[src/ufbc_pkg.sv]
// register map, field positions, codes and reset values of the serial port
`default_nettype none

package ufbc_pkg;

   // ------------------------------------------------------------
   // register map
   // ------------------------------------------------------------
   localparam int ADDR_W = 3;
   localparam logic [2:0] A_DATA = 3'h0;
   localparam logic [2:0] A_CTRL_A = 3'h1;
   localparam logic [2:0] A_CTRL_B = 3'h2;
   localparam logic [2:0] A_CTRL_C = 3'h3;
   localparam logic [2:0] A_BAUD_LO = 3'h4;
   localparam logic [2:0] A_BAUD_HI = 3'h5;

   // ------------------------------------------------------------
   // field positions
   // ------------------------------------------------------------
   localparam int A_TXC = 6;
   localparam int A_U2X = 1;
   localparam int A_MPCM = 0;
   localparam int B_RXEN = 4;
   localparam int B_TXEN = 3;
   localparam int B_SZ2 = 2;
   localparam int B_TX8 = 0;
   localparam int C_MODE_HI = 7;
   localparam int C_MODE_LO = 6;
   localparam int C_PAR_HI = 5;
   localparam int C_PAR_LO = 4;
   localparam int C_STOP = 3;
   localparam int C_SZ_HI = 2;
   localparam int C_SZ_LO = 1;
   localparam int C_POL = 0;

   // ------------------------------------------------------------
   // reset values and widths
   // ------------------------------------------------------------
   localparam logic [7:0] B_RESET = 8'h00;
   localparam logic [7:0] C_RESET = 8'h06;
   localparam int BAUD_W = 12;
   localparam int RXQ_DEPTH = 2;

   // ------------------------------------------------------------
   // codes
   // ------------------------------------------------------------
   typedef enum logic [1:0] {
      MODE_ASYNC = 2'h0,
      MODE_SYNC = 2'h1,
      MODE_RSVD = 2'h2,
      MODE_SPI = 2'h3
   } ufbc_mode_t;
   localparam logic [2:0] CHAR_SZ5 = 3'h0;
   localparam logic [2:0] CHAR_SZ6 = 3'h1;
   localparam logic [2:0] CHAR_SZ7 = 3'h2;
   localparam logic [2:0] CHAR_SZ8 = 3'h3;
   localparam logic [2:0] CHAR_SZ9 = 3'h7;
   localparam logic [3:0] OS16_LAST = 4'hF;
   localparam logic [3:0] OS16_MID = 4'h7;
   localparam logic [3:0] OS8_LAST = 4'h7;
   localparam logic [3:0] OS8_MID = 4'h3;
   localparam logic [3:0] RX_SH_W = 4'hA;

endpackage

`default_nettype wire

[src/ufbc_baud_if.sv]
// divider value, reload strobe and rate tick between control and prescaler
`default_nettype none

interface ufbc_baud_if #(parameter int W = ufbc_pkg::BAUD_W);
   logic reload;
   logic [W-1:0] divisor;
   logic tick;
   modport ctl (output reload, output divisor, input tick);
   modport gen (input reload, input divisor, output tick);
endinterface

`default_nettype wire

[src/ufbc_baud_gen.sv]
// baud-rate prescaler: one tick every divisor plus one clocks
`default_nettype none

module ufbc_baud_gen #(
   parameter int W = ufbc_pkg::BAUD_W
) (
   input wire logic clk,
   input wire logic rstn,
   ufbc_baud_if.gen bus
);
   import ufbc_pkg::*;

   logic [W-1:0] cnt_q;
   logic tick_q;

   assign bus.tick = tick_q;

   // immediate reload
   always_ff @(posedge clk) begin
      if (!rstn) begin
         cnt_q <= '0;
         tick_q <= 1'b0;
      end else if (bus.reload) begin
         cnt_q <= bus.divisor;
         tick_q <= 1'b0;
      end else if (cnt_q == '0) begin
         cnt_q <= bus.divisor;
         tick_q <= 1'b1;
      end else begin
         cnt_q <= cnt_q - 1'b1;
         tick_q <= 1'b0;
      end
   end
endmodule // ufbc_baud_gen

`default_nettype wire

[src/ufbc_top.sv]
// serial port frame, baud and control logic with its register file
//
// The register addresses and the strobed register port are this design's own decisions.
`default_nettype none

// ---------------------------------------------------------------
// Notes on behaviour
// receiver enable claims the receive pin
// receiver disable flushes buffer and error flags
// transmitter enable claims transmit pin, disable releases
// transmitter disable waits until nothing left to send
// software reads ninth bit before low byte
// software writes ninth bit before low byte
// mode field: async, sync, reserved, master spi
// parity field: off, reserved, even, odd
// transmitter appends parity bit to every frame; the code appends it only while parity is even or odd
// receiver checks parity, flags mismatch
// stop select gives one or two transmit stops
// three size bits give five to nine bits
// sync polarity chooses change and sample edges
// software keeps polarity zero in async mode
// twelve-bit divider split high nibble, low byte
// software writes zeros to reserved divider bits
// low divider write reloads the prescaler
// software avoids rate change during transfers
// double speed cuts oversampling sixteen to eight
// bit rate is clock over ratio times divider+1
// ---------------------------------------------------------------

module ufbc_top #(
   parameter int RXQ_D = ufbc_pkg::RXQ_DEPTH
) (
   input wire logic clk,
   input wire logic rstn,
   input wire logic [ufbc_pkg::ADDR_W-1:0] addr,
   input wire logic [7:0] wdata,
   input wire logic wr,
   input wire logic rd,
   output var logic [7:0] rdata_q,
   input wire logic receive_pin,
   input wire logic external_sync_clock_pin,
   output var logic transmit_pin_q,
   output var logic transmit_pin_oe_q,
   output var logic receive_pin_owned_q
);
   import ufbc_pkg::*;

   localparam int PW = $clog2(RXQ_D);

   typedef enum logic [1:0] {
      TX_IDLE = 2'b01,
      TX_SHIFT = 2'b10
   } ufbc_tx_state_t;
   typedef enum logic [3:0] {
      RX_IDLE = 4'b0001,
      RX_START = 4'b0010,
      RX_DATA = 4'b0100,
      RX_STOP = 4'b1000
   } ufbc_rx_state_t;

   // ------------------------------------------------------------
   // register file
   // ------------------------------------------------------------
   logic [7:0] b_q, c_q;
   logic u2x_q, mpcm_q, txc_q, dor_q;
   logic [BAUD_W-1:0] baud_q;
   wire wr_data = wr && addr == A_DATA;
   wire wr_lo = wr && addr == A_BAUD_LO;
   logic txc_set;

   always_ff @(posedge clk) begin
      if (!rstn) begin
         b_q <= B_RESET;
         c_q <= C_RESET;
         u2x_q <= 1'b0;
         mpcm_q <= 1'b0;
         baud_q <= '0;
      end else if (wr) begin
         case (addr)
            A_CTRL_A: begin
               u2x_q <= wdata[A_U2X];
               mpcm_q <= wdata[A_MPCM];
            end
            A_CTRL_B: b_q <= wdata;
            A_CTRL_C: c_q <= wdata;
            // divider halves
            A_BAUD_LO: baud_q[7:0] <= wdata;
            A_BAUD_HI: baud_q[BAUD_W-1:8] <= wdata[BAUD_W-9:0];
            default: ;
         endcase
      end
   end

   // set wins over the write-one clear
   always_ff @(posedge clk) begin
      if (!rstn) txc_q <= 1'b0;
      else if (txc_set) txc_q <= 1'b1;
      else if (wr && addr == A_CTRL_A && wdata[A_TXC]) txc_q <= 1'b0;
   end

   // ------------------------------------------------------------
   // decoded settings
   // ------------------------------------------------------------
   // mode select
   wire ufbc_mode_t mode = ufbc_mode_t'(c_q[C_MODE_HI:C_MODE_LO]);
   wire is_async = mode == MODE_ASYNC;
   wire is_sync = mode == MODE_SYNC;
   // master spi and reserved modes keep both shifters idle
   wire frames_on = is_async || is_sync;
   // parity select; reserved code behaves as disabled
   wire par_en = c_q[C_PAR_HI];
   wire par_odd = c_q[C_PAR_LO];
   wire two_stop = c_q[C_STOP];
   wire [2:0] sz = {b_q[B_SZ2], c_q[C_SZ_HI:C_SZ_LO]};
   logic [3:0] nbits;
   // character size; reserved codes fall back to eight
   always_comb begin
      case (sz)
         CHAR_SZ5: nbits = 4'h5;
         CHAR_SZ6: nbits = 4'h6;
         CHAR_SZ7: nbits = 4'h7;
         CHAR_SZ8: nbits = 4'h8;
         CHAR_SZ9: nbits = 4'h9;
         default: nbits = 4'h8;
      endcase
   end
   wire [3:0] k = nbits + {3'h0, par_en};
   // oversampling ratio
   wire [3:0] osr_last = u2x_q ? OS8_LAST : OS16_LAST;
   wire [3:0] osr_mid = u2x_q ? OS8_MID : OS16_MID;

   // ------------------------------------------------------------
   // prescaler
   // ------------------------------------------------------------
   ufbc_baud_if bif ();
   // reload with the value being written
   assign bif.reload = wr_lo;
   assign bif.divisor = wr_lo ? {baud_q[BAUD_W-1:8], wdata} : baud_q;
   ufbc_baud_gen #(.W(BAUD_W)) u_baud (
      .clk(clk),
      .rstn(rstn),
      .bus(bif.gen)
   );

   // ------------------------------------------------------------
   // pin synchronisers
   // ------------------------------------------------------------
   logic [2:0] rx_s_q, xk_s_q;
   logic rx_f_q, xk_f_q;
   always_ff @(posedge clk) begin
      if (!rstn) begin
         rx_s_q <= 3'h7;
         xk_s_q <= 3'h0;
         rx_f_q <= 1'b1;
         xk_f_q <= 1'b0;
      end else begin
         rx_s_q <= {rx_s_q[1:0], receive_pin};
         xk_s_q <= {xk_s_q[1:0], external_sync_clock_pin};
         if (rx_s_q[2] == rx_s_q[1]) rx_f_q <= rx_s_q[1];
         if (xk_s_q[2] == xk_s_q[1]) xk_f_q <= xk_s_q[1];
      end
   end
   wire xk_chg = xk_s_q[2] == xk_s_q[1] && xk_s_q[1] != xk_f_q;
   // edge choice by polarity
   wire tx_edge = xk_chg && (xk_s_q[1] != c_q[C_POL]);
   wire rx_edge = xk_chg && (xk_s_q[1] == c_q[C_POL]);

   // ------------------------------------------------------------
   // transmitter
   // ------------------------------------------------------------
   ufbc_tx_state_t tx_st_q;
   logic [12:0] tx_frame_q;
   logic [3:0] tx_left_q, tx_os_q;
   logic [8:0] tx_buf_q;
   logic tx_full_q;
   wire tx_load = tx_st_q == TX_IDLE && tx_full_q && transmit_pin_oe_q
      && frames_on;
   // bit period of ratio times divider+1 clocks
   wire tx_step = is_sync ? tx_edge : bif.tick && tx_os_q == osr_last;
   wire [3:0] tx_len = 4'h2 + nbits + {3'h0, par_en} + {3'h0, two_stop};
   wire [12:0] pmask = (13'h1 << (nbits + 4'h2)) - 13'h2;
   assign txc_set = tx_st_q == TX_SHIFT && tx_step && tx_left_q == 4'h1
      && !tx_full_q;

   // start, data, optional parity, then stop ones
   function automatic logic [12:0] build(input logic [8:0] d,
      input logic [3:0] n, input logic pe, input logic po);
      logic [12:0] f;
      logic p;
      f = '1;
      f[0] = 1'b0;
      p = po;
      for (int i = 0; i < 9; i++) begin
         if (i < int'(n)) begin
            f[i+1] = d[i];
            p = p ^ d[i];
         end
      end
      if (pe) f[n+4'h1] = p;
      return f;
   endfunction

   always_ff @(posedge clk) begin
      if (!rstn) begin
         tx_buf_q <= '0;
         tx_full_q <= 1'b0;
      end else if (wr_data && !tx_full_q) begin
         // ninth bit taken from its control bit now
         tx_buf_q <= {b_q[B_TX8], wdata};
         tx_full_q <= 1'b1;
      end else if (tx_load) begin
         tx_full_q <= 1'b0;
      end
   end

   always_ff @(posedge clk) begin
      if (!rstn || tx_load) tx_os_q <= '0;
      else if (bif.tick) tx_os_q <= tx_os_q == osr_last ? '0 : tx_os_q + 4'h1;
   end

   always_ff @(posedge clk) begin
      if (!rstn) begin
         tx_st_q <= TX_IDLE;
         tx_frame_q <= '1;
         tx_left_q <= '0;
      end else begin
         case (tx_st_q)
            TX_IDLE: begin
               if (tx_load) begin
                  // parity and stop bits in the frame
                  tx_frame_q <= build(tx_buf_q, nbits, par_en, par_odd);
                  tx_left_q <= tx_len;
                  tx_st_q <= TX_SHIFT;
               end
            end
            TX_SHIFT: begin
               if (tx_step) begin
                  tx_frame_q <= {1'b1, tx_frame_q[12:1]};
                  tx_left_q <= tx_left_q - 4'h1;
                  if (tx_left_q == 4'h1) tx_st_q <= TX_IDLE;
               end
            end
            default: tx_st_q <= TX_IDLE;
         endcase
      end
   end

   always_ff @(posedge clk) begin
      if (!rstn) begin
         transmit_pin_q <= 1'b1;
         transmit_pin_oe_q <= 1'b0;
      end else begin
         transmit_pin_q <= tx_st_q == TX_SHIFT ? tx_frame_q[0] : 1'b1;
         // pin held until shifter and buffer drain
         transmit_pin_oe_q <= b_q[B_TXEN] || (transmit_pin_oe_q
            && (tx_st_q == TX_SHIFT || tx_full_q));
      end
   end

   // ------------------------------------------------------------
   // receiver
   // ------------------------------------------------------------
   ufbc_rx_state_t rx_st_q;
   logic [3:0] rx_os_q, rx_n_q;
   logic [9:0] rx_sh_q;
   wire rx_en = b_q[B_RXEN];
   wire [3:0] rx_tgt = rx_st_q == RX_START ? osr_mid : osr_last;
   wire rx_samp = is_sync ? rx_edge : bif.tick && rx_os_q == rx_tgt;
   wire rx_push = rx_st_q == RX_STOP && rx_samp;
   wire [9:0] rx_al = rx_sh_q >> (RX_SH_W - k);
   wire [8:0] rx_dat = rx_al[8:0] & ~(9'h1FF << nbits);
   // parity check against the selected sense
   wire rx_pe = par_en && ^{rx_dat, rx_al[nbits], par_odd};
   wire [10:0] rx_ent = {!rx_f_q, rx_pe, rx_dat};

   always_ff @(posedge clk) begin
      if (!rstn) receive_pin_owned_q <= 1'b0;
      // receive pin claimed
      else receive_pin_owned_q <= rx_en;
   end

   always_ff @(posedge clk) begin
      if (!rstn || !rx_en || !frames_on) begin
         rx_st_q <= RX_IDLE;
         rx_os_q <= '0;
         rx_n_q <= '0;
         rx_sh_q <= '0;
      end else begin
         if (rx_st_q == RX_IDLE || rx_samp) rx_os_q <= '0;
         else if (bif.tick) rx_os_q <= rx_os_q + 4'h1;
         case (rx_st_q)
            RX_IDLE: begin
               rx_n_q <= '0;
               if (!rx_f_q && is_async) rx_st_q <= RX_START;
               else if (!rx_f_q && rx_edge) rx_st_q <= RX_DATA;
            end
            // false start if line is high again at mid bit
            RX_START: if (rx_samp) rx_st_q <= rx_f_q ? RX_IDLE : RX_DATA;
            RX_DATA: begin
               if (rx_samp) begin
                  rx_sh_q <= {rx_f_q, rx_sh_q[9:1]};
                  rx_n_q <= rx_n_q + 4'h1;
                  if (rx_n_q == k - 4'h1) rx_st_q <= RX_STOP;
               end
            end
            RX_STOP: if (rx_samp) rx_st_q <= RX_IDLE;
            default: rx_st_q <= RX_IDLE;
         endcase
      end
   end

   // two-level receive queue of {frame err, parity err, data}
   logic [10:0] rxq_q [RXQ_D];
   logic [PW-1:0] rxq_wp_q, rxq_rp_q;
   logic [PW:0] rxq_cnt_q;
   wire rxq_has = rxq_cnt_q != '0;
   wire rxq_full = rxq_cnt_q == (PW+1)'(RXQ_D);
   wire rxq_pop = rd && addr == A_DATA && rxq_has;
   wire rxq_in = rx_push && !rxq_full;
   wire [10:0] head = rxq_q[rxq_rp_q];

   always_ff @(posedge clk) begin
      if (rxq_in) rxq_q[rxq_wp_q] <= rx_ent;
   end

   always_ff @(posedge clk) begin
      // flush on receiver disable
      if (!rstn || !rx_en) begin
         rxq_wp_q <= '0;
         rxq_rp_q <= '0;
         rxq_cnt_q <= '0;
         dor_q <= 1'b0;
      end else begin
         if (rxq_in) rxq_wp_q <= rxq_wp_q + 1'b1;
         if (rxq_pop) rxq_rp_q <= rxq_rp_q + 1'b1;
         rxq_cnt_q <= rxq_cnt_q + (PW+1)'(rxq_in) - (PW+1)'(rxq_pop);
         if (rx_push && rxq_full) dor_q <= 1'b1;
         else if (rxq_pop) dor_q <= 1'b0;
      end
   end

   // ------------------------------------------------------------
   // read port: data only in the cycle after the strobe
   // ------------------------------------------------------------
   always_ff @(posedge clk) begin
      if (!rstn || !rd) rdata_q <= 8'h00;
      else begin
         case (addr)
            A_DATA: rdata_q <= rxq_has ? head[7:0] : 8'h00;
            A_CTRL_A: rdata_q <= {rxq_has, txc_q, !tx_full_q,
               rxq_has & head[10], dor_q, rxq_has & head[9], u2x_q, mpcm_q};
            // ninth bit of the unread head character
            A_CTRL_B: rdata_q <= {b_q[7:2], rxq_has & head[8], b_q[B_TX8]};
            A_CTRL_C: rdata_q <= c_q;
            A_BAUD_LO: rdata_q <= baud_q[7:0];
            A_BAUD_HI: rdata_q <= {4'h0, baud_q[BAUD_W-1:8]};
            default: rdata_q <= 8'h00;
         endcase
      end
   end
endmodule // ufbc_top

`default_nettype wire

[config.mk]
export PLATFORM = sky130hd
export DESIGN_NAME = ufbc_top
export DESIGN_NICKNAME = d
export VERILOG_FILES = /design/src/ufbc_pkg.sv /design/src/ufbc_baud_if.sv /design/src/ufbc_baud_gen.sv /design/src/ufbc_top.sv
export SDC_FILE = /design/constraint.sdc
export NUM_CORES = 1
export LEC_CHECK = 0
export ABC_AREA = 1
export BUFFER_PORTS_ARGS = -buffer_cell sky130_fd_sc_hd__buf_4
export CAP_MARGIN = 20
export CORE_MARGIN = 2
export CORE_UTILIZATION = 44
export DETAILED_ROUTE_END_ITERATION = 10
export PLACE_DENSITY_LB_ADDON = 0.2
export SYNTH_ARGS = -nofsm -noshare
export SYNTH_HDL_FRONTEND = slang
export SYNTH_SLANG_ARGS = --single-unit
[constraint.sdc]
create_clock -name clk -period 7.4 [get_ports clk]
set_clock_uncertainty 0.15 [all_clocks]
set_input_delay 0.37 -clock clk [delete_from_list [all_inputs] [get_ports clk]]
set_output_delay 0.37 -clock clk [all_outputs]
set_load 0.03 [all_outputs]
==> Yosys cells after proc, flatten, opt, wreduce, memory -nomap -nowiden <==
Memories as Yosys holds them, arrays and structs flattened. A register that Yosys moved wholly into a read port is not among the register bits.
Cells that the tools add are included.
Widths: inputs -> output; s select.
{ "classes": {"add_sub_neg": 16, "order_cmp": 12, "eq_ne": 33, "shifts": 2, "mux": 121, "bitwise": 15, "reduce_logical": 65} }
{ "op_table": {"columns": ["operator", "n"], "rows": [
  ["$mux 1", 87],
  ["$mux 4", 12],
  ["$pmux 8 s6", 1],
  ["$mux 13", 3],
  ["$pmux 4 s4", 2],
  ["$logic_and 1x1->1", 26],
  ["$pmux 13 s2", 1],
  ["$mux 12", 2],
  ["$add 4x1->4 const B", 4],
  ["$lt 3x4->1 const A", 4],
  ["$mux 8", 2],
  ["$pmux 4 s2", 2],
  ["$reduce_and 2->1", 8],
  ["$ne 2x2->1 const B", 7],
  ["$bwmux 13", 1],
  ["$add 4x1->4", 3],
  ["$eq 4x4->1", 3],
  ["$logic_not 12->1", 1],
  ["$reduce_bool 2->1", 6],
  ["$sub 12x1->12 const B", 1],
  ["$reduce_xor 11->1", 1],
  ["$lt 4x5->1 const B", 2],
  ["$shr 10x4->10", 1],
  ["$and 9x9->9", 1],
  ["other kinds (39)", 83]
]} }
{ "totals": {"reg_bits": 123, "mem_bits_rw": 22, "inputBits": 17, "output_inout_bits": 11, "elab_cells": 296, "n_memories": 1} }
{ "memory_table": {"columns": ["memory", "depth", "width", "read_ports", "rd_clocked_by_memory_dff", "wr", "line_no", "text"], "rows": [
  ["rxq_q", 2, 11, 1, 1, 1, "ufbc_top.sv:313", "logic [10:0] rxq_q [RXQ_D];"]
]} }

==> Depth between registers and ports, before layout <==
{ "depth": {"word_depth": 51, "ltp_mapped": 25, "ltp_nobuf": 25} }

==> Hierarchy <==
Synthesis repeated with hierarchy kept, for this count alone.
{ "unflattened": {"cells_unflattened": 1044, "hier_area_um2": 7556.0} }
{ "modules_own_cells": {"columns": ["module", "n_inst", "cells_per_inst", "area_per_inst_um2", "seq_area_each_um2"], "rows": [
  ["ufbc_top", 1, 912, 6716.4, 2862.7],
  ["ufbc_baud_gen", 1, 132, 839.6, 260.2]
]} }

==> Worst setup path after synthesis <==
Ideal clock, no wire load.
{ "synth_path": {"kind": "register -> register", "from": "register c_q[1]", "to": "memory rxq_q[0][9] (data pin)", "setup_time_ps": 257, "arrival_time_ps": 3128, "required_time_ps": 6993, "setup_slack_ps": 3865, "stages_incl_launch_ff": 22, "n_path_buf": 1, "period_less_slack_ps": 3535, "cell_sequence": "dfxtp_1 nand2_2 inv_1 o21ai_0 nand2_1 ha_1 ha_1 ha_1 clkbuf_1 nor2_1 a31oi_1 nand2_1 nand3_2 inv_2 nand2_1 nand2_1 nand2_1 nand2_1 nand2_1 nand3_1 a21oi_1 nor2_1"} }
{ "synth_via": {"word_cells_on_any_way": 15, "classes_between": "add/sub (2); eq/ne (3); shift (2); mux (3); bitwise (2); reduce/logical (3)"} }
{ "synth_lines": {"columns": ["element", "line_no", "text"], "rows": [
  ["start: declaration", "ufbc_top.sv:64", "logic [7:0] b_q, c_q;"],
  ["start signal: assignment", "ufbc_top.sv:85", "A_CTRL_C: c_q <= wdata;"],
  ["$eq 3x3->1 (tied with other cells)", "ufbc_top.sv:118", "case (sz)"],
  ["$pmux 4 s4 *", "ufbc_top.sv:118", null],
  ["$add 4x1->4", "ufbc_top.sv:127", "wire [3:0] k = nbits + {3'h0, par_en};"],
  ["$sub 4x4->4", "ufbc_top.sv:270", "wire [9:0] rx_al = rx_sh_q >> (RX_SH_W - k);"],
  ["$shr 10x4->10", "ufbc_top.sv:270", null],
  ["$and 9x9->9 *", "ufbc_top.sv:271", "wire [8:0] rx_dat = rx_al[8:0] & ~(9'h1FF << nbits);"],
  ["via rx_dat[3]", "ufbc_top.sv:271", null],
  ["$reduce_xor 11->1 *", "ufbc_top.sv:273", "wire rx_pe = par_en && ^{rx_dat, rx_al[nbits], par_odd};"],
  ["$logic_and 1x1->1 *", "ufbc_top.sv:273", null],
  ["via rx_ent[9]", "ufbc_top.sv:274", "wire [10:0] rx_ent = {!rx_f_q, rx_pe, rx_dat};"],
  ["end: declaration", "ufbc_top.sv:313", null]
]} }
Mark *: on every way through the listed nets, which the timed path passes. The rest lies on a longest branch. The select of a mux whose other input is x is not followed.

==> Worst setup path in the final report <==
{ "layout_path": {"from": "register c_q[1]", "to": "memory rxq_q[1][9] (data pin)"} }
{ "layout_via": {"elab_chain_len": 9, "word_cells_on_any_way": 15, "classes_between": "add/sub (2); eq/ne (3); shift (2); mux (3); bitwise (2); reduce/logical (3)"} }
{ "layout_lines": {"columns": ["element", "line_no"], "rows": [
  ["$eq 3x3->1 (tied with other cells)", "ufbc_top.sv:118"],
  ["$pmux 4 s4 *", "ufbc_top.sv:118"],
  ["$add 4x1->4", "ufbc_top.sv:127"],
  ["$sub 4x4->4", "ufbc_top.sv:270"],
  ["$shr 10x4->10", "ufbc_top.sv:270"],
  ["$bmux 1 s4", "ufbc_top.sv:273"],
  ["$mux 1 (not written as such)", "ufbc_top.sv:273"],
  ["$reduce_xor 11->1 *", "ufbc_top.sv:273"],
  ["$logic_and 1x1->1 *", "ufbc_top.sv:273"],
  ["via rx_ent[9]", "ufbc_top.sv:274"]
]} }
Marked as above.

==> flow_summary.ini <==
[outcome]
outcome = complete, no violations

[finish]
area_delta_synth_final_pct = 13.8
diodes = 0
n_fill_cell = 1613
final_core_utilization_pct = 50.9
nNetsFinal = 1060
stdcell_count = 1259
final_common_cell = nand2_1
final_cell_mix = nand2_1, inv_1, dfxtp_1, nor2_1, o21ai_0
drive_gt1_share_pct = 9.91

[logic_synthesis]
syn_area_mm2 = 0.00739
ys.flop_type = dfxtp_1
synth.yosys.seq_area_share_pct = 42.3
ys_types = 49
synth_fa_ha_area_share_pct = 3.12
syn_avg_cell_area_um2 = 7.37
async_flop_share_pct = 0
synth_compound_area_share_pct = 16.1
syn-instance-count = 1002
ys_seq_elements = 145
synth_fp_nets = 1036
yosys.area_share.simple_pct = 26.2
synthMuxAreaShare_pct = 0.407
synth_top_family_by_area = simple AND/OR/NAND/NOR gates
synthXorXnorAreaFrac_pct = 3.32
synth_edf_count = 22
yosysWarnings = 0

[grt]
grt_pass1_wl_um = 30200
grt_pass1_vias = 6014
antenna_found_initial = 0
grt_overflow = 0
grt_max_degree = 58
grt.total_usage_pct = 21.7

[worst_setup_path]
crit_path_end_kind = flop
crit_path_end = rxq_q[1][9]
cp_data_arrival_time_ns = 4.11
start_kind = flop
critical_path.max_stage_delay_ns = 0.63
crit_buf_inv = 2
r2r_setup_slack_ns = 3.31
cp_common_cell = nand2_1
crit_slowest_cell = ha_1
cp_cell_sequence = nand2_2 > inv_1 > o21ai_0 > nand2_1 > ha_1 > ha_1 > inv_1 > nand3_1 > nand2_1 > nand3_1 > nand2_1 > nor2_1 > nand3_1 > nand2_1 > nand2_1 > nand2_1 > nand2_1 > nand2_1 > nand2_1 > a21oi_1 > nor2_1
cp_max_fo = 15
cp_num_cells = 21
crit_required_ns = 7.42
cp_top_family = simple AND/OR/NAND/NOR gates
worstReg2RegEnd = rxq_q[1][9]
timing.rr.start = c_q[1]
cp-startpoint = c_q[1]
criticalPathCategory = flop to flop
rr_worst_depth = 21

[placed_design]
portBuffers = 27
place.gp.congestion = 0.896
dp_cells = 1224
dp_hpwl_um = 13400

[cts]
cts-root-buf = clkbuf_16
cts_buffer_depth = 2
cts_sinks = 145
cts_tree = done
ctsHtreeMaxLevel = 4
ctsResizeCount = 0
cts_buffers = 17
post-cts-setup-buffers = 0
path_clk_slew_ns = 0.07
clkLatencyLatePin_ns = 0.44

[sta]
tns_ns = 0
maxSlewViolCount = 0
worstMarginPinSlew_ns = 0.998
slew_headroom_pct = 33.2
clock.fmax_mhz = 245
hold_viol = 0
min_period_ns = 4.09
rsz0062_at_grt = false
fin_crit_sh_pct = 55.2
setup_viol = 0

[power_and_ir_drop]
finalPower_mw = 2.16
powerDensity_mw_per_mm2 = 257
switchingPower_mw = 0.632
ir_drop_mv = 0.165
p_leak_nw = 3.54
power_frac_seq_pct = 40.7
p_int_mw = 1.53
pwr-share-clk_pct = 40.6
netSwitchingFraction_pct = 29.2
p_comb_share_pct = 18.7

[floorplan]
die_width_um = 134
dieArea_mm2 = 0.0178
initial_core_util_pct = 44.7
core-area_mm2 = 0.0165
ios = 28
die_y_um = 134
fp-row-count = 47

[routing]
ant_nets = 0
drc = 0
vias = 6477
totalWireLength_um = 18500
drt_iter0_drc = 567
vias_per_cell = 5.14
drt-pass1-iter-count = 5
drt-wirelength-per-cell_um = 14.7

[run]
drv_cap = 0

[min_path]
hold_path.class = input port to flop
worst reg2reg max path: stages, from the launching register on:
cell and delay [ns]:
dfxtp_1 0.36, nand2_2 0.13, inv_1 0.07, o21ai_0 0.28, nand2_1 0.21, ha_1 0.51
ha_1 0.64, inv_1 0.24, nand3_1 0.13, nand2_1 0.08, nand3_1 0.19, nand2_1 0.08
nor2_1 0.08, nand3_1 0.08, nand2_1 0.11, nand2_1 0.05, nand2_1 0.06, nand2_1 0.06
nand2_1 0.07, nand2_1 0.06, a21oi_1 0.13, nor2_1 0.08
power by group through the flow:
stage / combinational [mW] / clock (mW) / sequential, mW
2_1_floorplan: 0.322 / 0 / 0.888
6_report: 0.404 / 0.878 / 0.880
3_5_place_dp: 0.398 / 0 / 0.897
4_1_cts: 0.403 / 0.891 / 0.880
3_3_place_gp: 0.396 / 0 / 0.896
5_1_grt: 0.465 / 0.927 / 0.886
cells by family after synthesis:
family          Yosys count
compound gates          213
fa+ha+maj                18
simple gates            431
mux                       3
xor+xnor                 28
flops                   145
buf+inv                 164
stage by stage:
step | hold WS [ns] | setup WS [ns] | instance area, µm²
final | 0.0787 | 3.31 | 8410
after global routing | 0.0780 | 2.78 | 8410
after CTS | 0.0597 | 3.35 | 8380
after detailed placement | 0.248 | 3.38 | 7760
after global placement | 0.244 | 3.51 | 7760
after floorplan | 0.240 | 3.86 | 7390
sequential cells by signal (all words and copies together) (netlist names), 2 cells and up, named ones only:
register / count
rx_s_q: 3
tx_os_q: 4
u_baud.cnt_q: 12
rx_n_q: 4
rx_st_q: 4
xk_s_q: 3
rdata_q: 8
tx_left_q: 4
baud_q: 12
rxq_q: 22
tx_buf_q: 9
b_q: 7
rx_os_q: 4
tx_st_q: 2
rx_sh_q: 10
c_q: 8
rxq_cnt_q: 2
tx_frame_q: 13
layout make-up:
type | instances | area (µm²) | share of cell area, %
multi-input cells | 693 | 3630 | 43.2
clock buffers | 20 | 478 | 5.68
flip-flops and latches | 145 | 3120 | 37.1
inverters | 138 | 518 | 6.16
repair buffers | 31 | 258 | 3.07
well taps | 220 | 275 | 3.27
clock inverters | 12 | 128 | 1.52
cell usage after synthesis (3+ instances only):
master	n	area, µm²
mux2i_1	3	30.0
nor3_1	18	90.1
nor2_1	100	375
o21ai_0	82	410
nand3_1	60	300
nor4_1	3	18.8
inv_2	7	26.3
buf_2	3	15.0
inv_1	129	484
or2_2	9	56.3
clkbuf_1	19	71.3
dfxtp_1	123	2460
nand4_1	11	68.8
ha_1	16	200
nand2_4	5	56.3
o211ai_1	15	113
nand2_2	7	43.8
a211oi_1	6	45.0
o22ai_1	14	87.6
xnor2_1	11	96.3
nand3_2	6	60.1
a31oi_1	7	43.8
a21oi_1	75	375
nand2_1	201	754
edfxtp_1	22	661
xor2_1	17	149
timing repair:
action / CTS / global route
hold buffers: 2 / 0
endpoints found under the setup margin: 0 / 0
endpoints found under the hold margin: 2 / 0
routing by layer:
| layer | wire length, µm | vias to the layer above | GRT usage [%] |
|---|---|---|---|
| li1 | - | 3351 | - |
| met1 | 8680 | 2931 | 29.3 |
| met2 | 8280 | 150 | 33.1 |
| met3 | 927 | 45 | 4.45 |
| met4 | 602 | 0 | 10.6 |
| met5 | 0 | - | 0 |
worst min-delay path by stage:
stage               startpoint         endpoint  slack (ns)  cells past startpoint
floorplan            xk_s_q[0]        xk_s_q[1]        0.24                      2
global placement     rx_s_q[0]        rx_s_q[1]        0.24                      1
detailed placement   rx_s_q[0]        rx_s_q[1]        0.25                      1
CTS                   wdata[7]           c_q[7]        0.06                      3
global route          wdata[7]           c_q[7]        0.08                      3
finish                wdata[6]  u_baud.cnt_q[6]        0.08                      3
(Power assumes the default switching activity.)
